File: src/hw/cisd_pkg.sv
// Package of encodings, widths and phase constants for the four-instruction decoder
package cisd_pkg;
   localparam int INSTR_W = 14;
   localparam int DATA_W = 8;
   localparam int FADDR_W = 7;
   localparam int PC_W = 13;
   // Store accumulator to file: 00 0000 1fff ffff
   localparam logic [6:0] STORE_PREFIX = 7'h01;
   localparam int STORE_PREFIX_LSB = 7;
   // No-operation: 00 0000 0xx0 0000, don't-care bits masked off
   localparam logic [13:0] NOP_MASK = 14'h3f9f;
   localparam logic [13:0] NOP_CODE = 14'h0000;
   // Return from interrupt and legacy option load
   localparam logic [13:0] RETI_CODE = 14'h0009;
   localparam logic [13:0] OPTLOAD_CODE = 14'h0062;
   // Global interrupt enable position in the interrupt control register
   localparam int GIE_BIT = 7;
   // File address of the option configuration register in ordinary addressing
   localparam logic [6:0] OPTION_ADDR = 7'h01;
   localparam logic [7:0] OPTION_RESET = 8'hff;
   localparam logic [7:0] IRQCTL_RESET = 8'h00;

   // Quarter phases, Gray coded
   typedef enum logic [1:0]
   {
      PH_Q1 = 2'b00,
      PH_Q2 = 2'b01,
      PH_Q3 = 2'b11,
      PH_Q4 = 2'b10
   } cisd_phase_t;

   // Decoded instruction class
   typedef enum logic [2:0]
   {
      OP_OTHER = 3'h0,
      OP_STORE = 3'h1,
      OP_NOP = 3'h2,
      OP_RETI = 3'h3,
      OP_OPTLOAD = 3'h4
   } cisd_op_t;
endpackage : cisd_pkg

File: src/hw/cisd_phase_gen.sv
// Quarter-phase sequencer for the instruction cycle
`timescale 1ns/1ns
module cisd_phase_gen
(
   input wire logic sys_clk,
   input wire logic rst,
   input wire logic clkEn,
   output cisd_pkg::cisd_phase_t phase
);
   import cisd_pkg::*;

   typedef struct packed
   {
      cisd_phase_t phase;
   } cisd_pg_state_t;

   cisd_pg_state_t state_ff;
   cisd_pg_state_t nxt_state;

   // Step Q1, Q2, Q3, Q4 and wrap
   always_comb
   begin
      nxt_state = state_ff;
      case (state_ff.phase)
         PH_Q1: nxt_state.phase = PH_Q2;
         PH_Q2: nxt_state.phase = PH_Q3;
         PH_Q3: nxt_state.phase = PH_Q4;
         default: nxt_state.phase = PH_Q1;
      endcase
   end

   // Phase register, frozen while clkEn is low
   always_ff @(posedge sys_clk or posedge rst)
   begin
      if (rst)
      begin
         state_ff <= '{phase: PH_Q1};
      end
      else if (clkEn)
      begin
         state_ff <= nxt_state;
      end
   end

   assign phase = state_ff.phase;
endmodule : cisd_phase_gen

File: src/hw/cisd_decode.sv
// Decode and execute of store-to-file, no-op, return-from-interrupt and option load
`timescale 1ns/1ns
// Behaviour
// RULE1: Store accumulator to addressed file, no flags
// RULE2: No-op changes nothing for one cycle
// RULE3: Return from interrupt pops stack into PC
// RULE4: Return sets global enable, bit seven
// RULE5: Return: two cycles, Q3 enable, Q4 pop
// RULE6: Legacy option load from accumulator, no flags
// RULE7: Option register also reachable by file address
// RULE8: Four quarters: decode, read, process, write
module cisd_decode
(
   input wire logic sys_clk,
   input wire logic rst,
   input wire logic clkEn,
   input wire logic [cisd_pkg::INSTR_W-1:0] instrWord,
   input wire logic [cisd_pkg::DATA_W-1:0] accumValue,
   input wire logic [cisd_pkg::PC_W-1:0] stackTopValue,
   input wire logic fileWrEn,
   input wire logic [cisd_pkg::FADDR_W-1:0] fileWrAddr,
   input wire logic [cisd_pkg::DATA_W-1:0] fileWrData,
   input wire logic irqAccepted,
   output logic [cisd_pkg::FADDR_W-1:0] fileAddr,
   output logic [cisd_pkg::DATA_W-1:0] fileData,
   output logic fileWrite,
   output logic stackPop,
   output logic pcLoad,
   output logic [cisd_pkg::PC_W-1:0] pcValue,
   output logic [cisd_pkg::DATA_W-1:0] irqControlRegister,
   output logic globalIrqEnable,
   output logic [cisd_pkg::DATA_W-1:0] optionRegister,
   output logic flagsWrite,
   output logic fetchStall,
   output logic [1:0] quarter
);
   import cisd_pkg::*;

   // Elaboration check on the widths that the encodings assume
   if (INSTR_W != 14 || FADDR_W != 7 || GIE_BIT >= DATA_W)
   begin : g_bad_width
      $error("cisd_decode: unsupported width settings");
   end

   // Classify one instruction word
   function automatic cisd_op_t classify(input logic [INSTR_W-1:0] w);
      cisd_op_t op;
      op = OP_OTHER;
      if (w[INSTR_W-1:STORE_PREFIX_LSB] == STORE_PREFIX)
         op = OP_STORE;
      else if ((w & NOP_MASK) == NOP_CODE)
         op = OP_NOP;
      else if (w == RETI_CODE)
         op = OP_RETI;
      else if (w == OPTLOAD_CODE)
         op = OP_OPTLOAD;
      return op;
   endfunction : classify

   typedef struct packed
   {
      cisd_op_t op;
      logic secondCycle;
      logic [FADDR_W-1:0] addr;
      logic [DATA_W-1:0] operand;
      logic [FADDR_W-1:0] fileAddr;
      logic [DATA_W-1:0] fileData;
      logic fileWrite;
      logic stackPop;
      logic pcLoad;
      logic [PC_W-1:0] pcValue;
      logic [DATA_W-1:0] irqCtl;
      logic [DATA_W-1:0] option;
      logic fetchStall;
   } cisd_state_t;

   cisd_state_t state_ff;
   cisd_state_t nxt_state;
   cisd_phase_t phase;

   // ==========================================================
   // Quarter phase sequencer
   cisd_phase_gen u_phase
   (
      .sys_clk(sys_clk),
      .rst(rst),
      .clkEn(clkEn),
      .phase(phase)
   );

   // ==========================================================
   // Per-quarter decode and execute
   always_comb
   begin
      nxt_state = state_ff;
      nxt_state.fileWrite = 1'b0;
      nxt_state.stackPop = 1'b0;
      nxt_state.pcLoad = 1'b0;
      // Interrupt acceptance clears the global enable
      if (irqAccepted)
         nxt_state.irqCtl[GIE_BIT] = 1'b0;
      // Ordinary file writes reach the option register only, not the control register
      if (fileWrEn && fileWrAddr == OPTION_ADDR)
         nxt_state.option = fileWrData; // RULE7
      case (phase)
         PH_Q1:
         begin
            // Second cycle of a return is a no-op slot
            if (state_ff.op == OP_RETI && !state_ff.secondCycle)
            begin
               nxt_state.secondCycle = 1'b1; // RULE5
               nxt_state.op = OP_NOP;
            end
            else
            begin
               nxt_state.secondCycle = 1'b0;
               nxt_state.op = classify(instrWord); // RULE8
               nxt_state.addr = instrWord[FADDR_W-1:0];
            end
         end
         PH_Q2:
         begin
            // Operand read
            if (state_ff.op == OP_STORE || state_ff.op == OP_OPTLOAD)
               nxt_state.operand = accumValue; // RULE8
         end
         PH_Q3:
         begin
            // Processing; return sets the global enable here
            if (state_ff.op == OP_RETI && !state_ff.secondCycle)
               nxt_state.irqCtl[GIE_BIT] = 1'b1; // RULE4
            nxt_state.fetchStall = (state_ff.op == OP_RETI) && !state_ff.secondCycle;
         end
         default:
         begin
            // Q4: result write or stack action
            case (state_ff.op)
               OP_STORE:
               begin
                  nxt_state.fileAddr = state_ff.addr; // RULE1
                  nxt_state.fileData = state_ff.operand;
                  nxt_state.fileWrite = 1'b1;
                  if (state_ff.addr == OPTION_ADDR)
                     nxt_state.option = state_ff.operand; // RULE7
               end
               OP_OPTLOAD:
                  nxt_state.option = state_ff.operand; // RULE6
               OP_RETI:
               begin
                  if (!state_ff.secondCycle)
                  begin
                     nxt_state.stackPop = 1'b1; // RULE3
                     nxt_state.pcLoad = 1'b1;
                     nxt_state.pcValue = stackTopValue;
                  end
               end
               default:
                  nxt_state.fileWrite = 1'b0; // RULE2
            endcase
         end
      endcase
   end

   // ==========================================================
   // State register, frozen while clkEn is low
   always_ff @(posedge sys_clk or posedge rst)
   begin
      if (rst)
      begin
         state_ff <= '{op: OP_NOP, secondCycle: 1'b0, addr: '0, operand: '0,
                       fileAddr: '0, fileData: '0, fileWrite: 1'b0, stackPop: 1'b0,
                       pcLoad: 1'b0, pcValue: '0, irqCtl: IRQCTL_RESET,
                       option: OPTION_RESET, fetchStall: 1'b0};
      end
      else if (clkEn)
      begin
         state_ff <= nxt_state;
      end
   end

   // Outputs straight from flip-flops; flags never written by these ops
   assign fileAddr = state_ff.fileAddr;
   assign fileData = state_ff.fileData;
   assign fileWrite = state_ff.fileWrite;
   assign stackPop = state_ff.stackPop;
   assign pcLoad = state_ff.pcLoad;
   assign pcValue = state_ff.pcValue;
   assign irqControlRegister = state_ff.irqCtl;
   assign globalIrqEnable = state_ff.irqCtl[GIE_BIT];
   assign optionRegister = state_ff.option;
   assign flagsWrite = state_ff.secondCycle & 1'b0; // RULE1 RULE6
   assign fetchStall = state_ff.fetchStall;
   assign quarter = phase;
endmodule : cisd_decode

File: config.mk
export PLATFORM = sky130hd
export DESIGN_NAME = cisd_decode
export DESIGN_NICKNAME = d
export VERILOG_FILES = /design/src/hw/cisd_pkg.sv /design/src/hw/cisd_phase_gen.sv /design/src/hw/cisd_decode.sv
export SDC_FILE = /design/constraint.sdc
export NUM_CORES = 1
export LEC_CHECK = 0
export BUFFER_PORTS_ARGS = -buffer_cell sky130_fd_sc_hd__clkbuf_2
export CAP_MARGIN = 10
export CORE_MARGIN = 2
export CORE_UTILIZATION = 45
export CTS_BUF_LIST = sky130_fd_sc_hd__clkbuf_4
export DETAILED_ROUTE_END_ITERATION = 6
export GPL_ROUTABILITY_DRIVEN = 0
export PLACE_DENSITY = 0.72
export SETUP_SLACK_MARGIN = 0.15
export SYNTH_ARGS = -nofsm -noshare
export SYNTH_HDL_FRONTEND = slang
export SYNTH_SLANG_ARGS = --single-unit
File: constraint.sdc
create_clock -name sys_clk -period 2.2 [get_ports sys_clk]
set_input_delay 0.44 -clock sys_clk [delete_from_list [all_inputs] [get_ports sys_clk]]
set_output_delay 0.44 -clock sys_clk [all_outputs]
set_load 0.02 [all_outputs]
==> results of run 1 <==
[critical path, delay by kind of cell (launching register included)]
kind	cells	cell delay, ns
DFF	1	0.46
muxes	1	0.39
and+or+nand+nor	2	0.98
[cells in the final DEF, fill, tap and decap left out, types with 3 or more instances in the layout]
| master | instances |
|---|---|
| nor4_1 | 4 |
| conb_1 | 8 |
| a221o_1 | 8 |
| a21oi_1 | 7 |
| dfstp_2 | 9 |
| dfrtp_1 | 52 |
| nand2_1 | 20 |
| nor2_1 | 5 |
| mux2_2 | 36 |
| mux2_4 | 8 |
| inv_1 | 4 |
| clkinvlp_4 | 3 |
| o21ai_0 | 6 |
| clkbuf_4 | 9 |
| nand3_1 | 9 |
| clkbuf_2 | 98 |
| buf_4 | 7 |
[routing by layer]
layer	vias to the layer above	GRT usage (%)	wire length (um)
li1	976	-	-
met1	987	22.39	2584
met2	74	27.27	2835
met3	11	4.042	379
met4	0	6.638	117
met5	-	0	0
[sequential cells by signal (all words and copies together), names as in the netlist]
signal	cells
fileData	8
stackPop	1
optionRegister	8
u_phase.phase	2
state_ff	19
pcValue	13
fileAddr	7
fileWrite	1
irqControlRegister	1
fetchStall	1
[final timing paths]
| kind | start | slack [ns] | end |
|---|---|---|---|
| setup / recovery | u_phase.phase[1]$_DFFE_PP0P_ | 0.27 | state_ff[52]$_DFFE_PP0P_ |
| hold / removal | stackTopValue[4] | 0.27 | pcValue[4]$_DFFE_PP0P_ |
| setup reg to reg | u_phase.phase[1]$_DFFE_PP0P_ | 0.27 | state_ff[52]$_DFFE_PP0P_ |
| hold reg to reg | state_ff[63]$_DFFE_PP0P_ | 0.51 | state_ff[63]$_DFFE_PP0P_ |
| max in group asynchronous | rst | 1.02 | state_ff[65]$_DFFE_PP1P_ |
| min in group asynchronous | rst | 0.55 | pcValue[6]$_DFFE_PP0P_ |
[what timing repair did]
action / 4_1_cts / 5_1_grt
hold buffers: 1 / 0
endpoints found under the setup margin: 0 / 0
hold endpoints to repair: 12 / 0
[area by class of cell]
type	count	share of cell area, %
multi-input combinational	138	31.66
sequential	61	44.46
clock buffer	9	1.954
inverter	6	0.6512
timing repair buffer	107	16.57
tap	77	2.786
clock inverter	7	1.918
[through the flow]
step	hold slack, ns	power, mW	cell area (sq um)
global placement	0.4183	1.708	3314
floorplan	0.4637	1.600	3038
finish	0.2656	2.447	3458
CTS	0.2448	2.478	3458
global route	0.2482	2.578	3458
detailed placement	0.4302	1.724	3314
[power by group through the flow]
stage	Sequential, mW	Combinational, mW	Clock, mW
finish	1.33	0.369	0.746
global route	1.35	0.407	0.821
global placement	1.35	0.362	0
detailed placement	1.35	0.371	0
floorplan	1.34	0.261	0
CTS	1.33	0.374	0.773
[kinds of logic after synthesis]
family / synth area share, %
AOI/OAI and AO/OA: 6.606
xor gates and xnor gates: 0.2909
buffers and inverters: 13.46
DFF: 51.06
muxes: 17.78
other: 0.1245
and+or+nand+nor: 10.68
==> results.json, run 1 <==
{
  "synth_cell_types": 41,
  "syn_avg_cell_area_sq_um": 12.05,
  "cp.arrival_ns": 2.22,
  "yosys.area.top_type": "dfrtp_1",
  "cts_tree": "done",
  "drt-wirelength-per-cell_um": 14.61,
  "ant_nets": 0,
  "synth_most_common_cell": "dfrtp_1",
  "die_h_um": 85.81,
  "grt_pass1_wl_mm": 9.756,
  "cts-buffers-inserted": 9,
  "ir_worst_vdd_v": 0.0003573,
  "antenna_cells": 0,
  "crit_fanout": 8,
  "die_w_um": 85.81,
  "worstSkewPairLatency_ns": 0.40,
  "drive_gt1_share_pct": 55.49,
  "area_delta_synth_final_pct": 14.83,
  "synth_cells": 250,
  "skew_ns": 0.007326,
  "drv_slew": 0,
  "post_cts_resized": 0,
  "grt_usage_pct": 17.00,
  "required_ns": 2.48,
  "path_class": "reg2reg",
  "powerDensity_nw_per_um2": 707.5,
  "max_stage_delay_ns": 0.76,
  "hp-class": "in2reg",
  "swShare_pct": 28.41,
  "intPower_mw": 1.752,
  "fin_setup_tns_ns": 0,
  "cts.sinks": 61,
  "yosysSeqAreaShare_pct": 51.06,
  "clk_transition_reported_paths_ns": 0.10,
  "cp_slowest_cell": "or4b_1",
  "finalHoldViolCount": 0,
  "rows": 29,
  "cts_root_buf": "clkbuf_4",
  "cap_violations": 0,
  "min_path_cells": 2,
  "fin_ws_ns": 0.2662,
  "crit_path_end_kind": "flip-flop",
  "dp_cells": 388,
  "start_util_pct": 46.89,
  "max_slew_margin_pct": 64.81,
  "nets": 378,
  "synthTopCellsByCount": "dfrtp_1, buf_4, mux2_2, nand2_1",
  "first_iter_violations": 109,
  "synthTopCellsByArea": "dfrtp_1, mux2_2, buf_4, dfstp_2, mux2_4",
  "synth-main-ff-cell": "dfrtp_1",
  "yosys_register_bits": 61,
  "hpwl_mm": 4.502,
  "synth-async-reset-ratio_pct": 100.0,
  "grt_max_degree": 30,
  "outcome": "complete, but fails checks",
  "post-cts-setup-buffers": 0,
  "leakage_nw": 1.854,
  "pre_cts_ws_ns": 0.2791,
  "area.sequential_sq_um": 1538,
  "grt_pass1_vias": 2029,
  "netlist.area_leader.share_pct": 43.21,
  "clk_path_buf_depth": 2,
  "fill_cells": 580,
  "rsz0062_at_grt": "no",
  "fin_cells": 405,
  "antenna_found_initial": 0,
  "multi_input_area_sq_um": 1095,
  "comb_power_share_pct": 15.1,
  "setup_viol": 0,
  "syn-cell-area_sq_um": 3012,
  "vias_per_cell": 5.057,
  "switchingPower_uw": 695.1,
  "violations": "design-rule violations",
  "reg2reg_depth": 3,
  "numPortBuffers": 98,
  "path_cells": "nand2b_1 -> or4b_1 -> mux2_4",
  "grt_overflow": 0,
  "die_area_sq_um": 7363,
  "cp-start-kind": "flip-flop",
  "fin_crit_sh_pct": 87.90,
  "core-area_sq_um": 6422,
  "io_pins": 107,
  "totalWireLength_mm": 5.916,
  "synth_warnings": 0,
  "period_minus_slack_ns": 1.934,
  "clock_power_share_pct": 30.5,
  "drc": 11,
  "cts-htree-levels": 3,
  "final_core_util_pct": 53.85,
  "synth_edf_count": 0,
  "seqPwrFrac_pct": 54.4,
  "clock.fmax_mhz": 517.1,
  "via_count": 2048,
  "dr.pass1.iters": 7,
  "max_slew.worst_pin.slew_ns": 0.5279
}
No activity file was read; power rests on OpenSTA's default activity.
==> inputs of run 2 (changes only) <==
- REMOVE_ABC_BUFFERS: not set -> 1
==> run 2 against run 1 <==
Against the previous run:
- the run still ends with design-rule violations left
- sequential share of layout area about the same
- clock power increased by 17%
- wire length decreased by 0.73%
- global-route usage decreased by 0.32 points
- non-clock buffer count decreased by 3
- cell count decreased by 0.74%
- combinational power decreased by 4%
- worst hold slack got worse by 0.19 ns
- sequential cell count unchanged
- critical endpoint is now state_ff[53]$_DFFE_PP0P_
==> results.json, run 2 (synthesis results as in run 1) <==
{
  "start_util_pct": 46.89,
  "cap_violations": 0,
  "dr.pass1.iters": 7,
  "drive_gt1_share_pct": 55.69,
  "max_stage_delay_ns": 0.75,
  "finalHoldViolCount": 0,
  "violations": "design-rule violations",
  "post-cts-setup-buffers": 0,
  "crit_fanout": 8,
  "final_core_util_pct": 53.83,
  "drv_slew": 0,
  "top_register": "state_ff",
  "grt_max_degree": 30,
  "layout_commonest_cell": "clkbuf_2",
  "post_cts_resized": 0,
  "cp_slowest_cell": "or4b_1",
  "critPathBufInv": 0,
  "via_count": 2054,
  "cts-htree-levels": 3,
  "largest_reg_flops": 19,
  "powerDensity_nw_per_um2": 741.7,
  "worstReg2RegEnd": "state_ff[53]$_DFFE_PP0P_",
  "cts_root_buf": "clkbuf_4",
  "critPathTopFamily": "simple AND/OR/NAND/NOR gates",
  "skew_ns": 0.01112,
  "fin_setup_tns_ns": 0,
  "worstSkewPairLatency_ns": 0.40,
  "rr_startpoint": "u_phase.phase[1]$_DFFE_PP0P_",
  "outcome": "complete, but fails checks",
  "nets": 375,
  "drc": 9,
  "antenna_cells": 0,
  "required_ns": 2.48,
  "max_slew_margin_pct": 59.37,
  "rsz0062_at_grt": "no",
  "grt_overflow": 0,
  "hp-class": "in2async",
  "crit_path_end_kind": "flip-flop",
  "antenna_found_initial": 0,
  "io_pins": 107,
  "cp-start-kind": "flip-flop",
  "timing.hold.ws_ns": 0.07953,
  "fill_cells": 588,
  "drt-wirelength-per-cell_um": 14.61,
  "leakage_nw": 1.865,
  "hpwl_mm": 4.403,
  "numPortBuffers": 98,
  "max_slew.worst_pin.slew_ns": 0.6086,
  "ir_worst_vdd_v": 0.0004628,
  "grt_pass1_vias": 2029,
  "ctsHoldBuffers": 0,
  "setup_viol": 0,
  "clk_transition_reported_paths_ns": 0.10,
  "cp.arrival_ns": 2.19,
  "grt_usage_pct": 16.68,
  "clk_path_buf_depth": 2,
  "cts_tree": "done",
  "cts.sinks": 61,
  "first_iter_violations": 92,
  "core-area_sq_um": 6422,
  "die_w_um": 85.81,
  "reg2reg_depth": 3,
  "rows": 29,
  "die_area_sq_um": 7363,
  "vias_per_cell": 5.109,
  "fin_crit_sh_pct": 86.58,
  "path_cells": "nand2b_1 -> or4b_1 -> mux2_4",
  "cts-buffers-inserted": 9,
  "mostFrequentLayoutCells": "clkbuf_2, dfrtp_1, mux2_2, nand2_1, clkbuf_4",
  "die_h_um": 85.81,
  "ant_nets": 0,
  "totalWireLength_mm": 5.873,
  "grt_pass1_wl_mm": 9.466,
  "clock.fmax_mhz": 525.0,
  "rrSetupSlack_ns": 0.30,
  "period_minus_slack_ns": 1.905,
  "path_class": "reg2reg",
  "area_delta_synth_final_pct": 14.79
}
-- run 2: changes by cell type in the layout (fill, tap and decap cells not counted) --
cell and delta:
clkinvlp_4 -3, clkinv_1 -1, bufinv_16 +1, clkinv_2 +1
dlygate4sd3_1 -1, clkbuf_4 +2, buf_4 -2
-- run 2: how the worst max path moves through the flow --
stage                                       startpoint                       endpoint  slack (ns)  cells after the start
after global placement                           clkEn       state_ff[48]$_DFFE_PP0P_        0.31                      4
after global routing      u_phase.phase[1]$_DFFE_PP0P_       state_ff[55]$_DFFE_PP0P_        0.20                      3
after detailed placement                 fileWrAddr[5]  optionRegister[7]$_DFFE_PP1P_        0.25                      6
after CTS                 u_phase.phase[1]$_DFFE_PP0P_       state_ff[53]$_DFFE_PP0P_        0.28                      3
final                     u_phase.phase[1]$_DFFE_PP0P_       state_ff[53]$_DFFE_PP0P_        0.30                      3
after floorplan                                    rst         fetchStall$_DFFE_PP0P_        0.26                      1
-- run 2: worst reg2reg max path, cell delays in order, from the launching register on --
cell,delay (ns)
dfrtp_1,0.45
nand2b_1,0.21
or4b_1,0.75
mux2_4,0.39
-- run 2: through the flow --
stage	instance area, sq um	power, mW	std cells	worst slack [ns]
final	3457	2.564	402	0.2952
after global routing	3457	2.695	402	0.2016
after CTS	3457	2.600	402	0.2780
after detailed placement	3299	1.715	386	0.2495
after global placement	3299	1.697	386	0.3109
after floorplan	2655	1.558	205	0.2619
-- run 2: power breakdown --
part	leakage, nW	switching, mW	internal, mW	total (mW)
combinational	0.974	0.185	0.169	0.354
sequential	0.800	0.0956	1.24	1.33
clock	0.0906	0.394	0.482	0.876
total	1.86	0.675	1.89	2.56
-- run 2: per-layer routing --
layer  track usage [%]  wire length (um)  vias up
met2             25.21              2597       97
li1                  -                 -      978
met3             4.620               420       13
met4             7.504               139        0
met1             22.51              2716      966
met5                 0                 0        -
-- run 2: layout make-up --
cell class	count	area, sq um	share of cell area, %
flip-flops and latches	61	1538	44.48
clock buffers	11	82.58	2.389
multi-input cells	138	1095	31.67
repair buffers	104	548.0	15.85
inverters	6	22.52	0.6515
well taps	77	96.34	2.787
clock inverters	5	75.07	2.172
==> inputs of run 3 (changes only) <==
- CTS_CLUSTER_DIAMETER: not set -> 200
- MAX_ROUTING_LAYER: not set -> met4
- PLACE_DENSITY: 0.72 -> not set
- PLACE_DENSITY_LB_ADDON: not set -> 0.15
==> run 3 against run 2 <==
Against the previous run:
- the flow still finishes with violations (design-rule violations)
- first-iteration DRC count shrank 8.7%
- sequential cell count is the same
- register-to-register slack is essentially flat
- maximum frequency shrank 0.30%
- worst hold slack lost 0.047 ns
- critical path depth is the same
- power shrank 3.7%
- sequential power is essentially flat
- non-clock buffer count grew 1
- cell area shrank 0.29%
- cell count grew 0.25%
- critical path type unchanged
- largest cell class unchanged
==> results.json, run 3 (synthesis results as in run 1) <==
{
  "outcome": "complete, but fails checks",
  "first_iter_violations": 84,
  "io_pins": 107,
  "ctsHoldBuffers": 0,
  "cts-buffers-inserted": 9,
  "via_count": 2040,
  "totalWireLength_mm": 5.869,
  "clock.fmax_mhz": 523.4,
  "final_cell_area_sq_um": 3447,
  "die_w_um": 85.81,
  "violations": "design-rule violations",
  "skew_ns": 0.01508,
  "core-area_sq_um": 6422,
  "cts.sinks": 61,
  "ir_worst_vdd_v": 0.0004332,
  "rows": 29,
  "grt_usage_pct": 17.62,
  "vias_per_cell": 5.062,
  "critPathTopFamily": "simple AND/OR/NAND/NOR gates",
  "fin_setup_tns_ns": 0,
  "drive_gt1_share_pct": 55.83,
  "ant_nets": 0,
  "hpwl_mm": 4.476,
  "rsz0062_at_grt": "no",
  "antenna_found_initial": 0,
  "grt_pass1_vias": 1981,
  "dpl_cell_area_sq_um": 3307,
  "finalHoldViolCount": 0,
  "grt_pass1_wl_mm": 9.729,
  "grt_overflow": 0,
  "die_area_sq_um": 7363,
  "max_slew_margin_pct": 65.67,
  "antenna_cells": 0,
  "cp_slowest_cell": "or4b_1",
  "clk_transition_reported_paths_ns": 0.11,
  "drv_slew": 0,
  "top_register": "state_ff",
  "fin_cells": 403,
  "nets": 376,
  "largest_reg_flops": 19,
  "fin_crit_sh_pct": 86.84,
  "max_stage_delay_ns": 0.75,
  "cap_violations": 0,
  "power.total_mw": 2.469,
  "path_cells": "nand2b_1 -> or4b_1 -> mux2_4",
  "cp-start-kind": "flip-flop",
  "cts_tree": "done",
  "die_h_um": 85.81,
  "crit_path_end_kind": "flip-flop",
  "final_core_util_pct": 53.67,
  "clk_path_buf_depth": 2,
  "drt-wirelength-per-cell_um": 14.56,
  "post-cts-setup-buffers": 0,
  "grt_max_degree": 29,
  "setup_viol": 0,
  "cts-htree-levels": 3,
  "numPortBuffers": 98,
  "fill_cells": 593,
  "required_ns": 2.48,
  "area_delta_synth_final_pct": 14.46,
  "dp_cells": 387,
  "powerDensity_nw_per_um2": 716.2,
  "mostFrequentLayoutCells": "clkbuf_2, dfrtp_1, mux2_2, nand2_1, clkbuf_4",
  "cp.arrival_ns": 2.19,
  "start_util_pct": 46.89,
  "layout_commonest_cell": "clkbuf_2",
  "period_minus_slack_ns": 1.910,
  "max_slew.worst_pin.slew_ns": 0.5150,
  "worstSkewPairLatency_ns": 0.40,
  "cts_root_buf": "clkbuf_4",
  "drc": 10,
  "hp-class": "in2async",
  "critPathBufInv": 0,
  "crit_fanout": 8,
  "post_cts_resized": 0,
  "dr.pass1.iters": 6,
  "leakage_nw": 1.853,
  "path_class": "reg2reg"
}
-- run 3: cell count changes in the layout (fill, tap and decap cells not counted), sizes merged --
cell / change
clkinvlp: +2
bufinv: -1
buf: +1
clkinv: -2
clkbuf: +1
-- run 3: report_power, final --
| group | switching, mW | total, mW | internal (mW) |
|---|---|---|---|
| combinational | 0.182 | 0.351 | 0.169 |
| clock | 0.398 | 0.782 | 0.384 |
| sequential | 0.0977 | 1.34 | 1.24 |
-- run 3: area by class of cell --
cell class | instances | area, sq um | area share [%]
clock inverters | 4 | 50.05 | 1.452
well taps | 77 | 96.34 | 2.795
flip-flops and latches | 61 | 1538 | 44.61
inverters | 6 | 22.52 | 0.6534
repair buffers | 105 | 555.5 | 16.12
multi-input cells | 138 | 1095 | 31.76
clock buffers | 12 | 90.09 | 2.613
-- run 3: metrics by stage --
stage / hold slack, ns / worst slack [ns]
floorplan: 0.4637 / 0.2619
global placement: 0.4810 / 0.2126
detailed placement: 0.4910 / 0.1722
CTS: 0.02946 / 0.2627
global route: 0.04320 / 0.1986
finish: 0.03208 / 0.2895
-- run 3: worst paths after layout --
path                                              start                             to  slack [ns]  cells after the start
hold reg to reg                  pcValue[8]$_DFFE_PP0P_         pcValue[8]$_DFFE_PP0P_        0.51                      1
setup reg to reg           u_phase.phase[1]$_DFFE_PP0P_       state_ff[50]$_DFFE_PP0P_        0.29                      3
setup / recovery           u_phase.phase[1]$_DFFE_PP0P_       state_ff[50]$_DFFE_PP0P_        0.29                      3
max in group asynchronous                           rst  optionRegister[7]$_DFFE_PP1P_        1.57                      3
hold / removal                                      rst         pcValue[0]$_DFFE_PP0P_        0.03                      2
min in group sys_clk                      accumValue[5]       state_ff[53]$_DFFE_PP0P_        0.26                      2
-- run 3: per-layer routing --
metal	vias to the layer above	track usage, %	wire (um)
li1	974	-	-
met1	966	23.68	2706
met2	89	25.43	2604
met3	11	4.235	466
met4	0	7.792	91
met5	-	-	0
